**src/shared/admit_pkg.sv**
```systemverilog
/*
 * Constants, register map and encodings of the frame admission block.
 * Assumes a 100 MHz core clock shared by the APB slave and ingress logic.
 */
package admit_pkg;

    localparam int N_PORTS = 3;

    ////////////////////////////////////////////////////////////////////////
    // Register indices; byte address is four times the index
    localparam logic [9:0] IDX_CTRL0 = 10'h330;
    localparam logic [9:0] IDX_CTRL1 = 10'h331;
    localparam logic [9:0] IDX_CTRL2 = 10'h332;
    localparam logic [9:0] IDX_CTRL3 = 10'h333;
    localparam logic [9:0] IDX_STATUS = 10'h337;

    localparam logic [7:0] RST_CTRL0 = 8'h0E;
    localparam logic [7:0] RST_CTRL1 = 8'hF0;
    localparam logic [7:0] RST_CTRL2 = 8'h00;
    localparam logic [7:0] RST_CTRL3 = 8'h4A;

    // Control 0 fields
    localparam int B0_ALT_BACKOFF = 7;
    // Control 1 fields
    localparam int B1_MC_EXCL = 6;
    localparam int B1_BP_CSENSE = 5;
    localparam int B1_FAIR = 4;
    localparam int B1_NO_COLL_DROP = 3;
    localparam int B1_JUMBO = 2;
    localparam int B1_OVERSIZE_DIS = 1;
    localparam int B1_PASS_SHORT = 0;
    // Control 2 fields
    localparam int B2_NULL_VID = 3;
    localparam int B2_RATE_HI_MSB = 2;

    ////////////////////////////////////////////////////////////////////////
    // Frame size limits in bytes
    localparam logic [13:0] LEN_MIN_STD = 14'h0040;
    localparam logic [13:0] LEN_MIN_SHORT = 14'h0020;
    localparam logic [13:0] LEN_MAX_UNTAG = 14'h05EE;
    localparam logic [13:0] LEN_MAX_TAG = 14'h05F2;
    localparam logic [13:0] LEN_MAX_NOCHK = 14'h07D0;
    localparam logic [13:0] LEN_MAX_JUMBO = 14'h2328;

    localparam logic [4:0] COLL_LIMIT = 5'h10;
    localparam int STORM_UNIT_SHIFT = 6;

    ////////////////////////////////////////////////////////////////////////
    // Storm measurement periods
    localparam int CLK_MHZ = 100;
    localparam int PERIOD_1000_MS = 5;
    localparam int PERIOD_100_MS = 50;
    localparam int PERIOD_10_MS = 500;
    localparam int PERIOD_1000_CYC = PERIOD_1000_MS * 1000 * CLK_MHZ;
    localparam int PERIOD_100_CYC = PERIOD_100_MS * 1000 * CLK_MHZ;
    localparam int PERIOD_10_CYC = PERIOD_10_MS * 1000 * CLK_MHZ;

    typedef enum logic [1:0] {
        SPEED_10 = 2'b00,
        SPEED_100 = 2'b01,
        SPEED_1000 = 2'b10
    } speed_t;

    typedef enum logic [2:0] {
        RSN_NONE = 3'b000,
        RSN_SHORT = 3'b001,
        RSN_LONG = 3'b010,
        RSN_STORM = 3'b011,
        RSN_FAIR = 3'b100,
        RSN_PORT = 3'b101
    } reason_t;

endpackage

```
**src/hw/storm_meter.sv**
```systemverilog
/*
 * Per-port storm byte meter: period timer and byte count against a budget.
 * Assumes speed, budget and charge come from logic on the same clock.
 */
module storm_meter
    import admit_pkg::*;
#(
    parameter int PERIOD_10 = admit_pkg::PERIOD_10_CYC,
    parameter int PERIOD_100 = admit_pkg::PERIOD_100_CYC,
    parameter int PERIOD_1000 = admit_pkg::PERIOD_1000_CYC
)
(
    input wire logic pclk,
    input wire logic presetn,
    input wire logic [1:0] speed,
    input wire logic [16:0] budget,
    input wire logic charge,
    input wire logic [13:0] charge_len,
    output logic exhausted
);

    logic [25:0] cnt_q, cnt_d;
    logic [17:0] used_q, used_d;
    logic [25:0] lim;
    logic wrap;
    logic [18:0] sum;

    ////////////////////////////////////////////////////////////////////////
    always_comb
    begin
        unique case (speed)
            SPEED_1000: lim = 26'(PERIOD_1000 - 1);
            SPEED_100: lim = 26'(PERIOD_100 - 1);
            default: lim = 26'(PERIOD_10 - 1);
        endcase
        // Compare with >= so a speed rise never strands the timer
        wrap = cnt_q >= lim;
        cnt_d = wrap ? 26'h0000000 : cnt_q + 26'h0000001;
        sum = {1'b0, used_q} + {5'h00, charge_len};
        if (wrap)
            used_d = charge ? {4'h0, charge_len} : 18'h00000;
        else if (charge)
            used_d = sum[18] ? 18'h3FFFF : sum[17:0];
        else
            used_d = used_q;
        exhausted = used_q >= {1'b0, budget};
    end

    always_ff @(posedge pclk or negedge presetn)
    begin
        if (!presetn)
        begin
            cnt_q <= 26'h0000000;
            used_q <= 18'h00000;
        end
        else
        begin
            cnt_q <= cnt_d;
            used_q <= used_d;
        end
    end

endmodule // storm_meter

```
**src/hw/frame_admission.sv**
```systemverilog
/*
 * Switch MAC frame admission: APB control registers, per-frame size,
 * storm and fair-mode decision, null VID replacement, collision policy.
 * Assumes frame descriptors, collision events and port speeds come from
 * switch logic on pclk; one frame descriptor per cycle at most.
 */
// The APB slave port was chosen for this implementation.
module frame_admission
    import admit_pkg::*;
#(
    parameter int PERIOD_10 = admit_pkg::PERIOD_10_CYC,
    parameter int PERIOD_100 = admit_pkg::PERIOD_100_CYC,
    parameter int PERIOD_1000 = admit_pkg::PERIOD_1000_CYC
)
(
    input wire logic pclk,
    input wire logic presetn,
    input wire logic [11:0] paddr,
    input wire logic psel,
    input wire logic penable,
    input wire logic pwrite,
    input wire logic [31:0] pwdata,
    input wire logic [3:0] pstrb,
    output logic [31:0] prdata,
    output logic pready,
    output logic pslverr,
    input wire logic [5:0] port_speed,
    input wire logic [35:0] port_pvid,
    input wire logic [13:0] jumbo_limit,
    input wire logic frm_valid,
    input wire logic [1:0] frm_port,
    input wire logic [13:0] frm_len,
    input wire logic frm_tagged,
    input wire logic frm_bcast,
    input wire logic frm_mcast,
    input wire logic [11:0] frm_vid,
    input wire logic frm_src_fc,
    input wire logic frm_egr_congested,
    output logic res_valid,
    output logic res_accept,
    output logic [2:0] res_reason,
    output logic [11:0] res_vid,
    output logic res_pause,
    input wire logic coll_valid,
    input wire logic [4:0] coll_count,
    output logic coll_retry,
    output logic coll_discard,
    output logic bp_carrier_sense,
    output logic alt_backoff
);

    ////////////////////////////////////////////////////////////////////////
    // Register bus

    logic [7:0] ctrl0_q, ctrl0_d;
    logic [7:0] ctrl1_q, ctrl1_d;
    logic [7:0] ctrl2_q, ctrl2_d;
    logic [7:0] ctrl3_q, ctrl3_d;
    logic [31:0] prdata_q, prdata_d;
    logic pslverr_q, pslverr_d;
    logic [N_PORTS-1:0] exhausted;
    logic [9:0] idx;
    logic mapped;
    logic wr_en;

    function automatic logic idx_mapped(input logic [9:0] i);
        idx_mapped = (i == IDX_CTRL0) || (i == IDX_CTRL1) ||
            (i == IDX_CTRL2) || (i == IDX_CTRL3) || (i == IDX_STATUS);
    endfunction

    always_comb
    begin
        idx = paddr[11:2];
        mapped = idx_mapped(idx) && (paddr[1:0] == 2'b00);
        // Status is read only; a write there is taken and ignored
        wr_en = psel && penable && pwrite && pstrb[0] && mapped;
        ctrl0_d = ctrl0_q;
        ctrl1_d = ctrl1_q;
        ctrl2_d = ctrl2_q;
        ctrl3_d = ctrl3_q;
        if (wr_en)
        begin
            unique case (idx)
                IDX_CTRL0: ctrl0_d = pwdata[7:0];
                IDX_CTRL1: ctrl1_d = pwdata[7:0];
                IDX_CTRL2: ctrl2_d = pwdata[7:0];
                IDX_CTRL3: ctrl3_d = pwdata[7:0];
                default: ;
            endcase
        end
        // Read data captured in setup so it leaves a flop with no wait state
        prdata_d = prdata_q;
        pslverr_d = pslverr_q;
        if (psel && !penable)
        begin
            pslverr_d = !mapped;
            unique case (idx)
                IDX_CTRL0: prdata_d = {24'h000000, ctrl0_q};
                IDX_CTRL1: prdata_d = {24'h000000, ctrl1_q};
                IDX_CTRL2: prdata_d = {24'h000000, ctrl2_q};
                IDX_CTRL3: prdata_d = {24'h000000, ctrl3_q};
                IDX_STATUS: prdata_d = {29'h00000000, exhausted};
                default: prdata_d = 32'h00000000;
            endcase
            if (!mapped || pwrite)
                prdata_d = 32'h00000000;
        end
        pready = 1'b1;
        prdata = prdata_q;
        pslverr = pslverr_q;
    end

    always_ff @(posedge pclk or negedge presetn)
    begin
        if (!presetn)
        begin
            ctrl0_q <= RST_CTRL0;
            ctrl1_q <= RST_CTRL1;
            ctrl2_q <= RST_CTRL2;
            ctrl3_q <= RST_CTRL3;
            prdata_q <= 32'h00000000;
            pslverr_q <= 1'b0;
        end
        else
        begin
            ctrl0_q <= ctrl0_d;
            ctrl1_q <= ctrl1_d;
            ctrl2_q <= ctrl2_d;
            ctrl3_q <= ctrl3_d;
            prdata_q <= prdata_d;
            pslverr_q <= pslverr_d;
        end
    end

    ////////////////////////////////////////////////////////////////////////
    // Storm meters, one per ingress port

    logic [10:0] storm_rate;
    logic [16:0] storm_budget;
    logic [N_PORTS-1:0] charge;

    always_comb
    begin
        storm_rate = {ctrl2_q[B2_RATE_HI_MSB:0], ctrl3_q};
        storm_budget = {storm_rate, 6'h00};
    end

    for (genvar p = 0; p < N_PORTS; p++)
    begin : g_meter
        storm_meter #(
            .PERIOD_10(PERIOD_10),
            .PERIOD_100(PERIOD_100),
            .PERIOD_1000(PERIOD_1000)
        ) u_meter (
            .pclk(pclk),
            .presetn(presetn),
            .speed(port_speed[2*p +: 2]),
            .budget(storm_budget),
            .charge(charge[p]),
            .charge_len(frm_len),
            .exhausted(exhausted[p])
        );
    end

    ////////////////////////////////////////////////////////////////////////
    // Frame decision

    logic res_valid_q, res_valid_d;
    logic res_accept_q, res_accept_d;
    logic [2:0] res_reason_q, res_reason_d;
    logic [11:0] res_vid_q, res_vid_d;
    logic res_pause_q, res_pause_d;
    logic [13:0] max_len;
    logic [13:0] min_len;
    logic [13:0] jumbo_cap;
    logic port_ok;
    logic storm_class;
    logic storm_hit;
    logic fair_drop;
    logic [11:0] pvid;
    reason_t reason;

    function automatic logic [11:0] pick_pvid(input logic [35:0] all,
                                              input logic [1:0] p);
        pick_pvid = all[12*p +: 12];
    endfunction

    always_comb
    begin
        jumbo_cap = (jumbo_limit > LEN_MAX_JUMBO) ? LEN_MAX_JUMBO
                                                  : jumbo_limit;
        // Jumbo first: it masks the oversize-check disable bit
        if (ctrl1_q[B1_JUMBO])
            max_len = jumbo_cap;
        else if (ctrl1_q[B1_OVERSIZE_DIS])
            max_len = LEN_MAX_NOCHK;
        else
            max_len = frm_tagged ? LEN_MAX_TAG : LEN_MAX_UNTAG;
        min_len = ctrl1_q[B1_PASS_SHORT] ? LEN_MIN_SHORT
                                         : LEN_MIN_STD;
        port_ok = frm_port < 2'(N_PORTS);
        storm_class = frm_bcast ||
            (frm_mcast && !ctrl1_q[B1_MC_EXCL]);
        storm_hit = storm_class && port_ok && exhausted[frm_port];
        // Only a non-flow-controlled source is dropped, and only when fair
        fair_drop = frm_egr_congested && !frm_src_fc &&
            ctrl1_q[B1_FAIR];
        if (!port_ok)
            reason = RSN_PORT;
        else if (frm_len < min_len)
            reason = RSN_SHORT;
        else if (frm_len > max_len)
            reason = RSN_LONG;
        else if (fair_drop)
            reason = RSN_FAIR;
        else if (storm_hit)
            reason = RSN_STORM;
        else
            reason = RSN_NONE;
        pvid = pick_pvid(port_pvid, port_ok ? frm_port : 2'b00);
        charge = '0;
        if (frm_valid && storm_class && reason == RSN_NONE)
            charge[frm_port] = 1'b1;

        res_valid_d = frm_valid;
        res_accept_d = res_accept_q;
        res_reason_d = res_reason_q;
        res_vid_d = res_vid_q;
        res_pause_d = 1'b0;
        if (frm_valid)
        begin
            res_accept_d = reason == RSN_NONE;
            res_reason_d = reason;
            if (ctrl2_q[B2_NULL_VID] && frm_vid == 12'h000)
                res_vid_d = pvid;
            else
                res_vid_d = frm_vid;
            // Pause goes to the flow-controlled source in either mode
            res_pause_d = frm_egr_congested && frm_src_fc;
        end
    end

    always_ff @(posedge pclk or negedge presetn)
    begin
        if (!presetn)
        begin
            res_valid_q <= 1'b0;
            res_accept_q <= 1'b0;
            res_reason_q <= RSN_NONE;
            res_vid_q <= 12'h000;
            res_pause_q <= 1'b0;
        end
        else
        begin
            res_valid_q <= res_valid_d;
            res_accept_q <= res_accept_d;
            res_reason_q <= res_reason_d;
            res_vid_q <= res_vid_d;
            res_pause_q <= res_pause_d;
        end
    end

    always_comb
    begin
        res_valid = res_valid_q;
        res_accept = res_accept_q;
        res_reason = res_reason_q;
        res_vid = res_vid_q;
        res_pause = res_pause_q;
    end

    ////////////////////////////////////////////////////////////////////////
    // Collision policy and half-duplex mode levels

    logic coll_retry_q, coll_retry_d;
    logic coll_discard_q, coll_discard_d;
    logic coll_excess;

    always_comb
    begin
        coll_excess = coll_count >= COLL_LIMIT;
        coll_discard_d = coll_valid && coll_excess &&
            !ctrl1_q[B1_NO_COLL_DROP];
        coll_retry_d = coll_valid && !(coll_excess &&
            !ctrl1_q[B1_NO_COLL_DROP]);
    end

    always_ff @(posedge pclk or negedge presetn)
    begin
        if (!presetn)
        begin
            coll_retry_q <= 1'b0;
            coll_discard_q <= 1'b0;
        end
        else
        begin
            coll_retry_q <= coll_retry_d;
            coll_discard_q <= coll_discard_d;
        end
    end

    always_comb
    begin
        coll_retry = coll_retry_q;
        coll_discard = coll_discard_q;
        bp_carrier_sense = ctrl1_q[B1_BP_CSENSE];
        // Only meaningful to half-duplex MACs; full duplex ignores it
        alt_backoff = ctrl0_q[B0_ALT_BACKOFF];
    end

endmodule // frame_admission

```
**config.mk**
```make
export PLATFORM = sky130hd
export DESIGN_NAME = frame_admission
export DESIGN_NICKNAME = d
export VERILOG_FILES = /design/src/shared/admit_pkg.sv /design/src/hw/storm_meter.sv /design/src/hw/frame_admission.sv
export SDC_FILE = /design/constraint.sdc
export NUM_CORES = 1
export LEC_CHECK = 0
export BUFFER_PORTS_ARGS = -buffer_cell sky130_fd_sc_hd__buf_2
export CAP_MARGIN = 20
export CELL_PAD_IN_SITES_DETAIL_PLACEMENT = 1
export CELL_PAD_IN_SITES_GLOBAL_PLACEMENT = 2
export CORE_MARGIN = 8
export CORE_UTILIZATION = 23
export DETAILED_ROUTE_END_ITERATION = 7
export PLACE_DENSITY = 0.66
export SKIP_LAST_GASP = 1
export SLEW_MARGIN = 20
export SYNTH_ARGS = -nofsm -noshare
export SYNTH_HDL_FRONTEND = slang
export SYNTH_SLANG_ARGS = --single-unit
```
**constraint.sdc**
```tcl
create_clock -name pclk -period 4.4 [get_ports pclk]
set_clock_uncertainty 0.05 [all_clocks]
set_input_delay 0.66 -clock pclk [delete_from_list [all_inputs] [get_ports pclk]]
set_output_delay 0.66 -clock pclk [all_outputs]
set_load 0.02 [all_outputs]
```
==> results of run 1 <==
==> worst max-delay path, cell delays in order <==
cell      delay, ns
buf_2          0.11
o31a_1         0.29
o21ai_1        0.14
a21oi_1        0.08
o41ai_1        0.26
buf_4          0.18
and2_1         0.22
a21oi_1        0.11
ha_1           0.29
nor2b_1        0.13
o211ai_1       0.17
a211oi_1       0.12
a311oi_2       0.49
o211ai_2       0.18
buf_4          0.18
nor4b_4        0.27
buf_4          0.19
buf_4          0.12
a41oi_1        0.11
a211oi_1       0.23
==> placed cells by master, fill, tap and decap left out, types with 6 or more instances in the layout <==
cell type,n
a211oi_1,31
a21boi_0,6
a21o_1,25
a21oi_1,100
a31oi_1,10
and2_1,7
and3_1,22
buf_2,147
buf_4,47
clkbuf_16,17
conb_1,25
dfrtp_1,183
dfstp_2,10
ha_1,153
inv_1,56
mux2_2,25
mux2i_1,62
nand2_1,92
nand2b_1,9
nand3_1,39
nand4_1,20
nor2_1,139
nor2b_1,28
nor3_1,29
nor4_1,9
o211ai_1,6
o21a_1,10
o21ai_0,66
o21bai_1,8
o2bb2ai_1,38
or2_2,9
or3_1,18
xnor2_1,59
xor2_1,40
==> power by group through the flow <==
| stage | sequential, mW | clock, mW | combinational [mW] |
|---|---|---|---|
| floorplan | 2.39 | 0 | 1.95 |
| global placement | 2.47 | 0 | 2.49 |
| detailed placement | 2.49 | 0 | 2.60 |
| CTS | 2.46 | 1.73 | 2.61 |
| global route | 2.50 | 1.80 | 2.94 |
| finish | 2.45 | 1.65 | 2.58 |
==> worst max path at each step <==
stage                               from                            end  cells after the start
final                     jumbo_limit[0]  g_meter[2].u_meter.used_q[16]                     20
after global placement    jumbo_limit[0]  g_meter[2].u_meter.used_q[16]                     19
after CTS                 jumbo_limit[0]  g_meter[2].u_meter.used_q[16]                     19
after global routing      jumbo_limit[0]  g_meter[2].u_meter.used_q[16]                     20
after floorplan           jumbo_limit[0]   g_meter[1].u_meter.used_q[2]                     15
after detailed placement  jumbo_limit[0]  g_meter[2].u_meter.used_q[16]                     19
==> kinds of logic (layout without fill, tap and decap cells) <==
kind of cell    count (synthesis)  after routing  synth area share (%)
mux                            87             87                  6.50
compound gates                364            364                  17.7
simple gates                  448            448                  16.0
fa+ha+maj                     156            156                  14.2
flops                         193            193                  34.9
xor+xnor                       99             99                  6.25
other cells                     2             30                0.0541
buf+inv                       127            287                  4.33
==> cells in the mapped netlist, types with 4 or more instances <==
master	count	area [µm²]
dfrtp_1	183	4580
ha_1	153	1910
nor2_1	139	522
a21oi_1	100	500
nand2_1	92	345
o21ai_0	67	335
mux2i_1	62	621
xnor2_1	59	517
inv_1	56	210
xor2_1	40	350
nand3_1	39	195
o2bb2ai_1	38	333
clkbuf_1	34	128
a211oi_1	31	233
buf_4	30	225
nor3_1	30	150
nor2b_1	28	175
a21o_1	25	188
mux2_2	25	282
and3_1	22	138
nand4_1	20	125
or3_1	18	113
a31oi_1	10	62.6
dfstp_2	10	263
o21a_1	10	75.1
nand2b_1	9	56.3
nor4_1	9	56.3
or2_2	9	56.3
o21bai_1	8	60.1
and2_1	7	43.8
a21boi_0	6	45.0
o211ai_1	6	45.0
a2111oi_0	5	43.8
a211o_1	5	43.8
a221oi_1	4	35.0
a41oi_1	4	35.0
and4_1	4	35.0
nand3b_1	4	30.0
o2111ai_1	4	35.0
==> cell type report <==
class                   count  area share, %
flip-flops and latches    193           29.6
clock inverters            15           1.06
repair buffers            199           7.23
diodes                      5         0.0765
well taps                 782           5.99
clock buffers              17           2.60
multi-input cells        1179           52.1
inverters                  56           1.29
==> registers in the layout, summed over array words and instances, names as in the netlist <==
name	flops
coll_discard	1
coll_retry	1
ctrl0_q	8
ctrl1_q	8
ctrl2_q	8
ctrl3_q	8
g_meter.u_meter.cnt_q	78
g_meter.u_meter.used_q	54
prdata	8
pslverr	1
res_accept	1
res_pause	1
res_reason	3
res_valid	1
res_vid	12
==> timing repair <==
item,CTS,global route
gates resized for setup,0,2
endpoints found under the setup margin,0,30
setup buffers,0,1
hold buffers,0,0
==> per-stage QoR <==
| step | utilization [%] | setup TNS (ns) |
|---|---|---|
| 3_3_place_gp | 26.2 | -10.41 |
| 2_1_floorplan | - | 0 |
| 3_5_place_dp | 26.2 | -11.75 |
| 4_1_cts | 27.2 | 0 |
| 6_report | 27.2 | 0 |
| 5_1_grt | 27.2 | -0.00190 |
==> routing by layer <==
layer / share of wire (%) / global-route usage, %
met3: 3.3 / 2.19
met1: 48 / 15.9
met4: 0.95 / 2.44
met5: 0.029 / 0
met2: 48 / 20.9
==> results.md, run 1 <==
- Status: complete, no violations
- Pre-CTS WS: -0.314 ns
- Sequential area share after synthesis: 34.9%
- Reg2reg setup slack: 0.71 ns
- Via count: 11.6k
- Initial antenna violation count: 6
- Synthesis-to-finish area growth: 17.8%
- TritonRoute pass-1 iters: 4
- Sw Ratio: 38.1%
- I/O pins: 205
- Maximum fanout along the worst path: 4
- Async S/R FF share, synth: 100%
- Critical path endpoint category: flop
- Cell row count: 90
- PortBufs: 148
- Layout Cells excl Fill: 2446
- Number of synthesized register bits: 193
- Routed len/inst: 16.9 µm
- DP Cell Count: 2408
- Setup WS post-layout: 0.190 ns
- Drt via density: 4.75
- Power density of the placed cells: 409 mW/mm²
- Post-synth EDFFs: 0
- Root buf cell: clkbuf_16
- Dominant synthesized flop cell: dfrtp_1
- R2R cell count: 14
- Register share of total power: 36.7%
- Design area: 0.0163 mm²
- Area post-placement: 0.0157 mm²
- Final antenna-violating net count: 0
- Global-route wire length before repair: 67300 µm
- Worst R2R Start: ctrl1_q[2]
- Internal power: 4.13 mW
- Min Tclk post-route: 4.21 ns
- Largest net degree at the start of global routing: 97
- Skew-Pair Late Insertion Delay: 0.46 ns
- CP Data Arrival Time: 4.53 ns
- Fin crit share: 95.7%
- Vias in the first global route: 12.4k
- Critical path type: input pin to flop
- Area of the multi-input gates: 0.00852 mm²
- Gpl congestion: 0.781
- Hold Slack: 0.211 ns
- Maximum clock path buffer count: 2
- Die footprint: 0.0684 mm²
- Slew Limit Fails: 0
- Htree depth: 4
- Leakage Power: 7.68 nW
- Pwr Total: 6.68 mW
- Cells after synthesis: 1476
- Final setup vio count: 0
- DP HPWL: 32600 µm
- Mapped Area: 0.0139 mm²
- Highest clock rate: 238 MHz
- CP Launch Type: input pin
- Register area: 0.00484 mm²
- Clock sink count: 193
- Gr ovfl total: 0
- Layout cells sized above 1: 17.3%
- Final WL: 41300 µm
- Worst IR drop on VDD: 0.282 mV
- Die Y: 262 µm
- MaxCap Viol Count: 0
- CTS Buf Count: 17
- Gate power share: 38.6%
- Type of the most critical hold path: input pin to async pin
- Fillers: 6928
- GRT Util Overall: 12.2%
- Final hold violation count: 0
- Clock power share: 24.7%
- Reg clk slew, reported paths: 0.07 ns
- RR Endpoint: g_meter[2].u_meter.used_q[16]
- First DRT Iteration DRCs: 378
- Chip width: 262 µm
- Rel. slew slack: 42.3%
- Synth unique cells: 81
- Drt drc: 0
- Area of the core: 0.0600 mm²
- Critical path required time: 4.72 ns
- Synthesis Warnings: 0
- Psw: 2.55 mW
- Final nets: 1951
- Avg Inst Size Synth: 9.40 µm²
- CTS tree: done
- Starting Density: 23.1%
- Worst-Margin Slew: 0.866 ns
(Power assumes the default switching activity.)
==> run 2: changes to the inputs <==
- SYNTH_HIERARCHICAL: not set -> 1
==> run 2 against run 1 <==
Against the previous run:
- fmax fell by 0.29%
- worst hold slack got worse by 0.00078 ns
- wire length increased by 13%
- critical path depth fell by 2
- final cell count increased by 9.4%
- critical endpoint is now g_meter[0].u_meter/used_q[17]
==> results.md, run 2 <==
- Area of the multi-input gates: 0.00959 mm² (+13%)
- Fin crit share: 96.0% (+0.28 points)
- Number of synthesized register bits: 193 (unchanged)
- Global-route wire length before repair: 76500 µm (+14%)
- Internal power: 4.56 mW (+10%)
- Gpl congestion: 0.787 (+0.81%)
- DP HPWL: 36500 µm (+12%)
- Chip width: 272 µm (+3.8%)
- Setup WS post-layout: 0.178 ns (-0.0125 ns)
- Synthesis Warnings: 6 (+6)
- Via count: 12.7k (+9.6%)
- Critical path endpoint category: flop
- Area post-placement: 0.0167 mm² (+6.4%)
- Die Y: 272 µm (+3.8%)
- Critical path type: flop to flop
- Gate power share: 45.7% (+7.1 points)
- First DRT Iteration DRCs: 376 (-0.53%)
- RSZ-0062 raised after global routing: no
- Dominant cells by area after synthesis: dfrtp_1, ha_1, nor2_1
- Top cell type's share of synthesized area: 30.5% (-2.5 points)
- Top-count cell post-synth: dfrtp_1
- CP Launch Type: flop
- Sw Ratio: 41.3% (+3.2 points)
- Reg clk slew, reported paths: 0.08 ns (about the same)
- Layout Utilization: 27.1% (-0.13 points)
- TritonRoute pass-1 iters: 4 (unchanged)
- Post-synth EDFFs: 0 (unchanged)
- Htree depth: 4 (unchanged)
- Largest stage delay, worst path: 0.60 ns (+0.11 ns)
- Final antenna-violating net count: 0 (unchanged)
- Cell row count: 93 (+3.3%)
- Rel. slew slack: 40.4% (-1.8 points)
- CP max-delay cell: dfstp_2
- Final nets: 2112 (+8.3%)
- Synth cell count leaders: dfrtp_1, nor2_1, ha_1
- Largest delay share family, worst path: compound AO/OA/AOI/OAI gates
- Root buf cell: clkbuf_16
- Final setup vio count: 0 (unchanged)
- Largest net degree at the start of global routing: 90 (-7.2%)
- Sequential area share after synthesis: 32.2% (-2.7 points)
- Largest register FFs: 78 (unchanged)
- Gr ovfl total: 0 (unchanged)
- Leading area contributor after synthesis: dfrtp_1
- Register share of total power: 33.1% (-3.6 points)
- Fillers: 7611 (+9.9%)
- WP buf/inv: 2 (-3)
- Power density of the placed cells: 445 mW/mm² (+8.7%)
- Initial antenna violation count: 11 (+5)
- Drt via density: 4.76 (+0.18%)
- Design area: 0.0175 mm² (+6.9%)
- GRT Util Overall: 12.7% (+0.55 points)
- Most common cell after layout, fill and taps aside: dfrtp_1
- Slew Limit Fails: 0 (unchanged)
- Clock power share: 21.3% (-3.4 points)
- Starting Density: 23.3% (+0.18 points)
- Dominant synthesized flop cell: dfrtp_1
- Worst IR drop on VDD: 0.249 mV (-11%)
- CTS tree: done
- PortBufs: 148 (unchanged)
- Mapped Area: 0.0150 mm² (+8.2%)
- Avg Inst Size Synth: 9.09 µm² (-3.2%)
- Final WL: 46800 µm (+13%)
- Async S/R FF share, synth: 100% (unchanged)
- Worst-Margin Slew: 0.894 ns (+0.0275 ns)
- MaxCap Viol Count: 0 (unchanged)
- Routed len/inst: 17.5 µm (+3.3%)
- Highest clock rate: 237 MHz (-0.29%)
- CTS Buf Count: 17 (unchanged)
- Register area: 0.00484 mm² (about the same)
- Die footprint: 0.0737 mm² (+7.7%)
- Layout cells sized above 1: 19.0% (+1.7 points)
- Pre-CTS WS: -0.0908 ns (+0.223 ns)
- Min Tclk post-route: 4.22 ns (+0.0125 ns)
- Final setup TNS: 0 ns (unchanged)
- I/O pins: 205 (unchanged)
- Status: complete, no violations
- Synthesis-to-finish area growth: 16.3%
- Critical path required time: 4.73 ns (about the same)
- Most frequent cells in the layout: dfrtp_1, ha_1, nor2_1
- Skew-Pair Late Insertion Delay: 0.47 ns (about the same)
- Psw: 3.21 mW (+26%)
- Leakage Power: 7.98 nW (+4.0%)
- Clock sink count: 193 (unchanged)
- Vias in the first global route: 14.1k (+13%)
- Drt drc: 0 (unchanged)
- Type of the most critical hold path: input pin to async pin
- Cells after synthesis: 1651 (+12%)
- CP Data Arrival Time: 4.55 ns (+0.02 ns)
- Maximum clock path buffer count: 2 (unchanged)
- Final hold violation count: 0 (unchanged)
- Synth unique cells: 112 (+38%)
- Maximum fanout along the worst path: 5 (+1)
- Worst-path cell chain: inv_1 -> ha_1 -> a21o_1 -> a21o_1 -> a221o_1 -> a31oi_4 -> o31ai_2 -> nand2b_1 -> a2bb2oi_1 -> a2111oi_4 -> or4b_4 -> nor2_4 -> nand2_2 -> nor2_4 -> a31oi_4 -> buf_4 -> o21ba_2 -> nor3_2
- Register with the most flip-flops: g_meter.u_meter/cnt_q
- Area of the core: 0.0645 mm² (+7.4%)
[run 2: changes by cell type after synthesis, moves of 14 or more]
cell	before	now
o2bb2ai_1	38	2
nand2_1	92	124
nand3_1	39	53
inv_1	56	91
xor2_1	40	60
o22ai_1	1	27
nor2_1	139	159
mux2i_1	62	14
[run 2: metrics by stage]
| step | hold slack, ns | instances | power, mW |
|---|---|---|---|
| finish | 0.210 | 2677 | 7.77 |
| CTS | 0.254 | 2671 | 7.78 |
| detailed placement | 0.397 | 2639 | 6.02 |
| floorplan | 0.314 | 1692 | 5.08 |
| global placement | 0.387 | 2639 | 5.89 |
| global route | 0.257 | 2677 | 8.43 |
[run 2: logic make-up after synthesis]
logic type,synth area share [%]
compound gates,18.2
xor+xnor,6.70
fa+ha+maj,13.4
buf+inv,5.71
flops,32.2
mux,4.53
other cells,0.0500
simple gates,19.1
[run 2: timing repair]
action / 4_1_cts / 5_1_grt
gates cloned: 0 / 0
pin swaps: 1 / 4
setup buffers: 0 / 1
endpoints found under the setup margin: 4 / 38
gates resized for setup: 7 / 19
hold buffers: 0 / 0
[run 2: path summary, 6_finish.rpt]
kind                                        startpoint  slack (ns)                       endpoint  depth (start not counted)
max                                         ctrl3_q[1]        0.18  g_meter[0].u_meter/used_q[17]                         18
min                                            presetn        0.21   g_meter[1].u_meter/used_q[3]                          1
max reg2reg                                 ctrl3_q[1]        0.18  g_meter[0].u_meter/used_q[17]                         18
min reg2reg                g_meter[1].u_meter/cnt_q[0]        0.40    g_meter[1].u_meter/cnt_q[0]                          1
max in group asynchronous                      presetn        3.11                        pslverr                          2
min in group pclk                        coll_count[4]        0.34                     coll_retry                          2
[run 2: area by class of cell]
cell class	instances	share of cell area, %
multi-input combinational	1321	54.9
sequential	193	27.7
tap	855	6.12
timing repair buffer	180	5.74
clock buffer	19	2.54
inverter	91	1.96
clock inverter	13	0.960
antenna	5	0.0716
[run 2: routing by layer]
layer | global-route usage (%) | wire length (µm) | vias up
li1 | - | - | 6198
met1 | 15.0 | 20500 | 6317
met2 | 23.0 | 23800 | 169
met3 | 2.77 | 1790 | 45
met4 | 3.53 | 704 | 10
met5 | 0 | 54 | -
[run 2: power groups by stage]
stage	Combinational (mW)	Clock (mW)	Sequential [mW]
6_report	3.55	1.65	2.57
5_1_grt	4.01	1.78	2.64
4_1_cts	3.48	1.73	2.57
3_5_place_dp	3.42	0	2.60
3_3_place_gp	3.31	0	2.59
2_1_floorplan	2.60	0	2.48
==> run 3: changes to the inputs <==
- CELL_PAD_IN_SITES_DETAIL_PLACEMENT: 1 -> 0
==> run 3 against run 2 <==
Against the previous run:
- utilization decreased by 0.081 points
- first-iteration DRC count is 26% higher
- combinational power fell by 3%
- worst hold slack improved by 0.011 ns
- fmax grew 0.99%
- wire length shrank 5.8%
- register-to-register slack better by 0.04 ns
- final cell count is the same
- largest cell class unchanged
==> results.md, run 3 (same netlist as run 2, synthesis figures left out) <==
- Design area: 0.0174 mm² (-0.30%)
- Skew-Pair Late Insertion Delay: 0.46 ns (about the same)
- Reg2reg setup slack: 0.22 ns (+0.04 ns)
- Type of the most critical hold path: input pin to async pin
- Htree depth: 4 (unchanged)
- Worst-path cell chain: inv_1 -> ha_1 -> a21o_1 -> a21o_1 -> a221o_1 -> a31oi_4 -> o31ai_2 -> nand2b_1 -> a2bb2oi_2 -> a2111oi_4 -> or4b_4 -> nor2_4 -> nand2_2 -> nor2_4 -> a31oi_4 -> buf_4 -> nor3_1 -> a211oi_2
- Register with the most flip-flops: g_meter.u_meter/cnt_q
- WP buf/inv: 2 (unchanged)
- Gr ovfl total: 0 (unchanged)
- Critical path required time: 4.69 ns (-0.04 ns)
- Die Y: 272 µm (unchanged)
- Cell row count: 93 (unchanged)
- Pwr Total: 7.61 mW (-2.1%)
- Min Tclk post-route: 4.18 ns (-0.0416 ns)
- Leakage Power: 7.96 nW (-0.32%)
- Initial antenna violation count: 10 (-1)
- Power density of the placed cells: 437 mW/mm² (-1.8%)
- Largest register FFs: 78 (unchanged)
- Drt drc: 0 (unchanged)
- Critical path endpoint category: flop
- R2R cell count: 18 (unchanged)
- CP Launch Type: flop
- Worst-Margin Slew: 0.844 ns (-0.0496 ns)
- MaxCap Viol Count: 0 (unchanged)
- Final WL: 44000 µm (-5.8%)
- CP Launch Point: ctrl3_q[1]
- Worst IR drop on VDD: 0.227 mV (-9.0%)
- CTS tree: done
- Maximum fanout along the worst path: 5 (unchanged)
- Clock sink count: 193 (unchanged)
- Gpl congestion: 0.787 (unchanged)
- Most frequent cells in the layout: dfrtp_1, ha_1, nor2_1
- Largest delay share family, worst path: compound AO/OA/AOI/OAI gates
- RR Endpoint: g_meter[0].u_meter/used_q[15]
- Psw: 3.14 mW (-2.4%)
- I/O pins: 205 (unchanged)
- Maximum clock path buffer count: 2 (unchanged)
- Worst R2R Start: ctrl3_q[1]
- Final hold violation count: 0 (unchanged)
- Vias in the first global route: 13.0k (-7.7%)
- Final setup vio count: 0 (unchanged)
- Critical path type: flop to flop
- Area of the core: 0.0645 mm² (unchanged)
- Register share of total power: 33.7% (+0.6 points)
- First DRT Iteration DRCs: 472 (+26%)
- Final setup TNS: 0 ns (unchanged)
- Root buf cell: clkbuf_16
- CP max-delay cell: dfstp_2
- Hold Slack: 0.222 ns (+0.0115 ns)
- Slew Limit Fails: 0 (unchanged)
- Layout cells sized above 1: 18.9% (-0.10 points)
- Status: complete, no violations
- Rel. slew slack: 43.7% (+3.3 points)
- RSZ-0062 raised after global routing: no
- Reg clk slew, reported paths: 0.08 ns (about the same)
- Largest stage delay, worst path: 0.61 ns (about the same)
- DP Cell Count: 2639 (unchanged)
- Chip width: 272 µm (unchanged)
- Layout Cells excl Fill: 2677 (unchanged)
- Drt via density: 4.64 (-2.4%)
- Largest net degree at the start of global routing: 90 (unchanged)
- TritonRoute pass-1 iters: 5 (+1)
- Most common cell after layout, fill and taps aside: dfrtp_1
- Global-route wire length before repair: 71100 µm (-7.2%)
- Postcts setup bufs: 0 (unchanged)
- Clock power share: 20.8% (-0.5 points)
- Die footprint: 0.0737 mm² (unchanged)
- Gate power share: 45.5% (-0.2 points)
- DP HPWL: 34200 µm (-6.3%)
- Via count: 12.4k (-2.4%)
- PortBufs: 148 (unchanged)
- Internal power: 4.47 mW (-1.9%)
- Area post-placement: 0.0167 mm² (unchanged)
- CTS Buf Count: 17 (unchanged)
- Fin crit share: 95.0% (-0.95 points)
- Synthesis-to-finish area growth: 16.0%
- Final antenna-violating net count: 0 (unchanged)
- Fillers: 6982 (-8.3%)
- GRT Util Overall: 11.8% (-0.90 points)
- Routed len/inst: 16.5 µm (-5.8%)
- Highest clock rate: 239 MHz (+0.99%)
- Final nets: 2111 (-0.047%)
- Register area: 0.00484 mm² (unchanged)
- CP Data Arrival Time: 4.47 ns (-0.08 ns)
- Starting Density: 23.3% (unchanged)
- Area of the multi-input gates: 0.00958 mm² (-0.13%)
- Hold_buf cts: 0 (unchanged)
- Sw Ratio: 41.2% (-0.12 points)
[run 3: worst max-delay path by stage]
stage                                               end  slack, ns  depth (start not counted)
after floorplan           g_meter[0].u_meter/used_q[17]       0.43                         17
after global placement    g_meter[0].u_meter/used_q[17]      -0.02                         17
after detailed placement  g_meter[0].u_meter/used_q[17]      -0.13                         17
after CTS                 g_meter[0].u_meter/used_q[15]      0.008                         19
after global routing      g_meter[1].u_meter/used_q[15]       0.01                         20
final                     g_meter[0].u_meter/used_q[15]       0.22                         18
[run 3: routing by layer]
layer	vias to the layer above	GRT usage [%]	share of wire (%)
met3	39	2.91	4.5
met1	5970	14.0	44
met5	-	0	0.079
li1	6202	-	-
met4	6	3.57	1.8
met2	215	20.9	50
[run 3: repair_timing]
| item | in CTS | in global routing |
|---|---|---|
| setup endpoints to repair | 2 | 46 |
| pin swaps | 1 | 4 |
| resized for setup | 6 | 18 |
[run 3: area by class of cell]
class                           instances  share of cell area, %
Tap cell                              855                   6.14
Timing Repair Buffer                  179                   5.71
Multi-Input combinational cell       1321                   55.0
Clock inverter                         13                  0.819
Inverter                               91                   1.96
Sequential cell                       193                   27.8
Antenna cell                            6                 0.0862
Clock buffer                           19                   2.49
[run 3: metrics by stage]
stage          utilization [%]  setup WS (ns)
2_1_floorplan                -          0.429
3_3_place_gp              25.9        -0.0216
3_5_place_dp              25.9         -0.127
4_1_cts                   26.9        0.00850
5_1_grt                   27.0         0.0140
6_report                  27.0          0.219
[run 3: power by group through the flow]
stage	clock (mW)	sequential (mW)	combinational, mW
CTS	1.65	2.57	3.42
finish	1.58	2.56	3.46
global route	1.71	2.63	3.91
global placement	0	2.59	3.31
floorplan	0	2.48	2.60
detailed placement	0	2.59	3.36
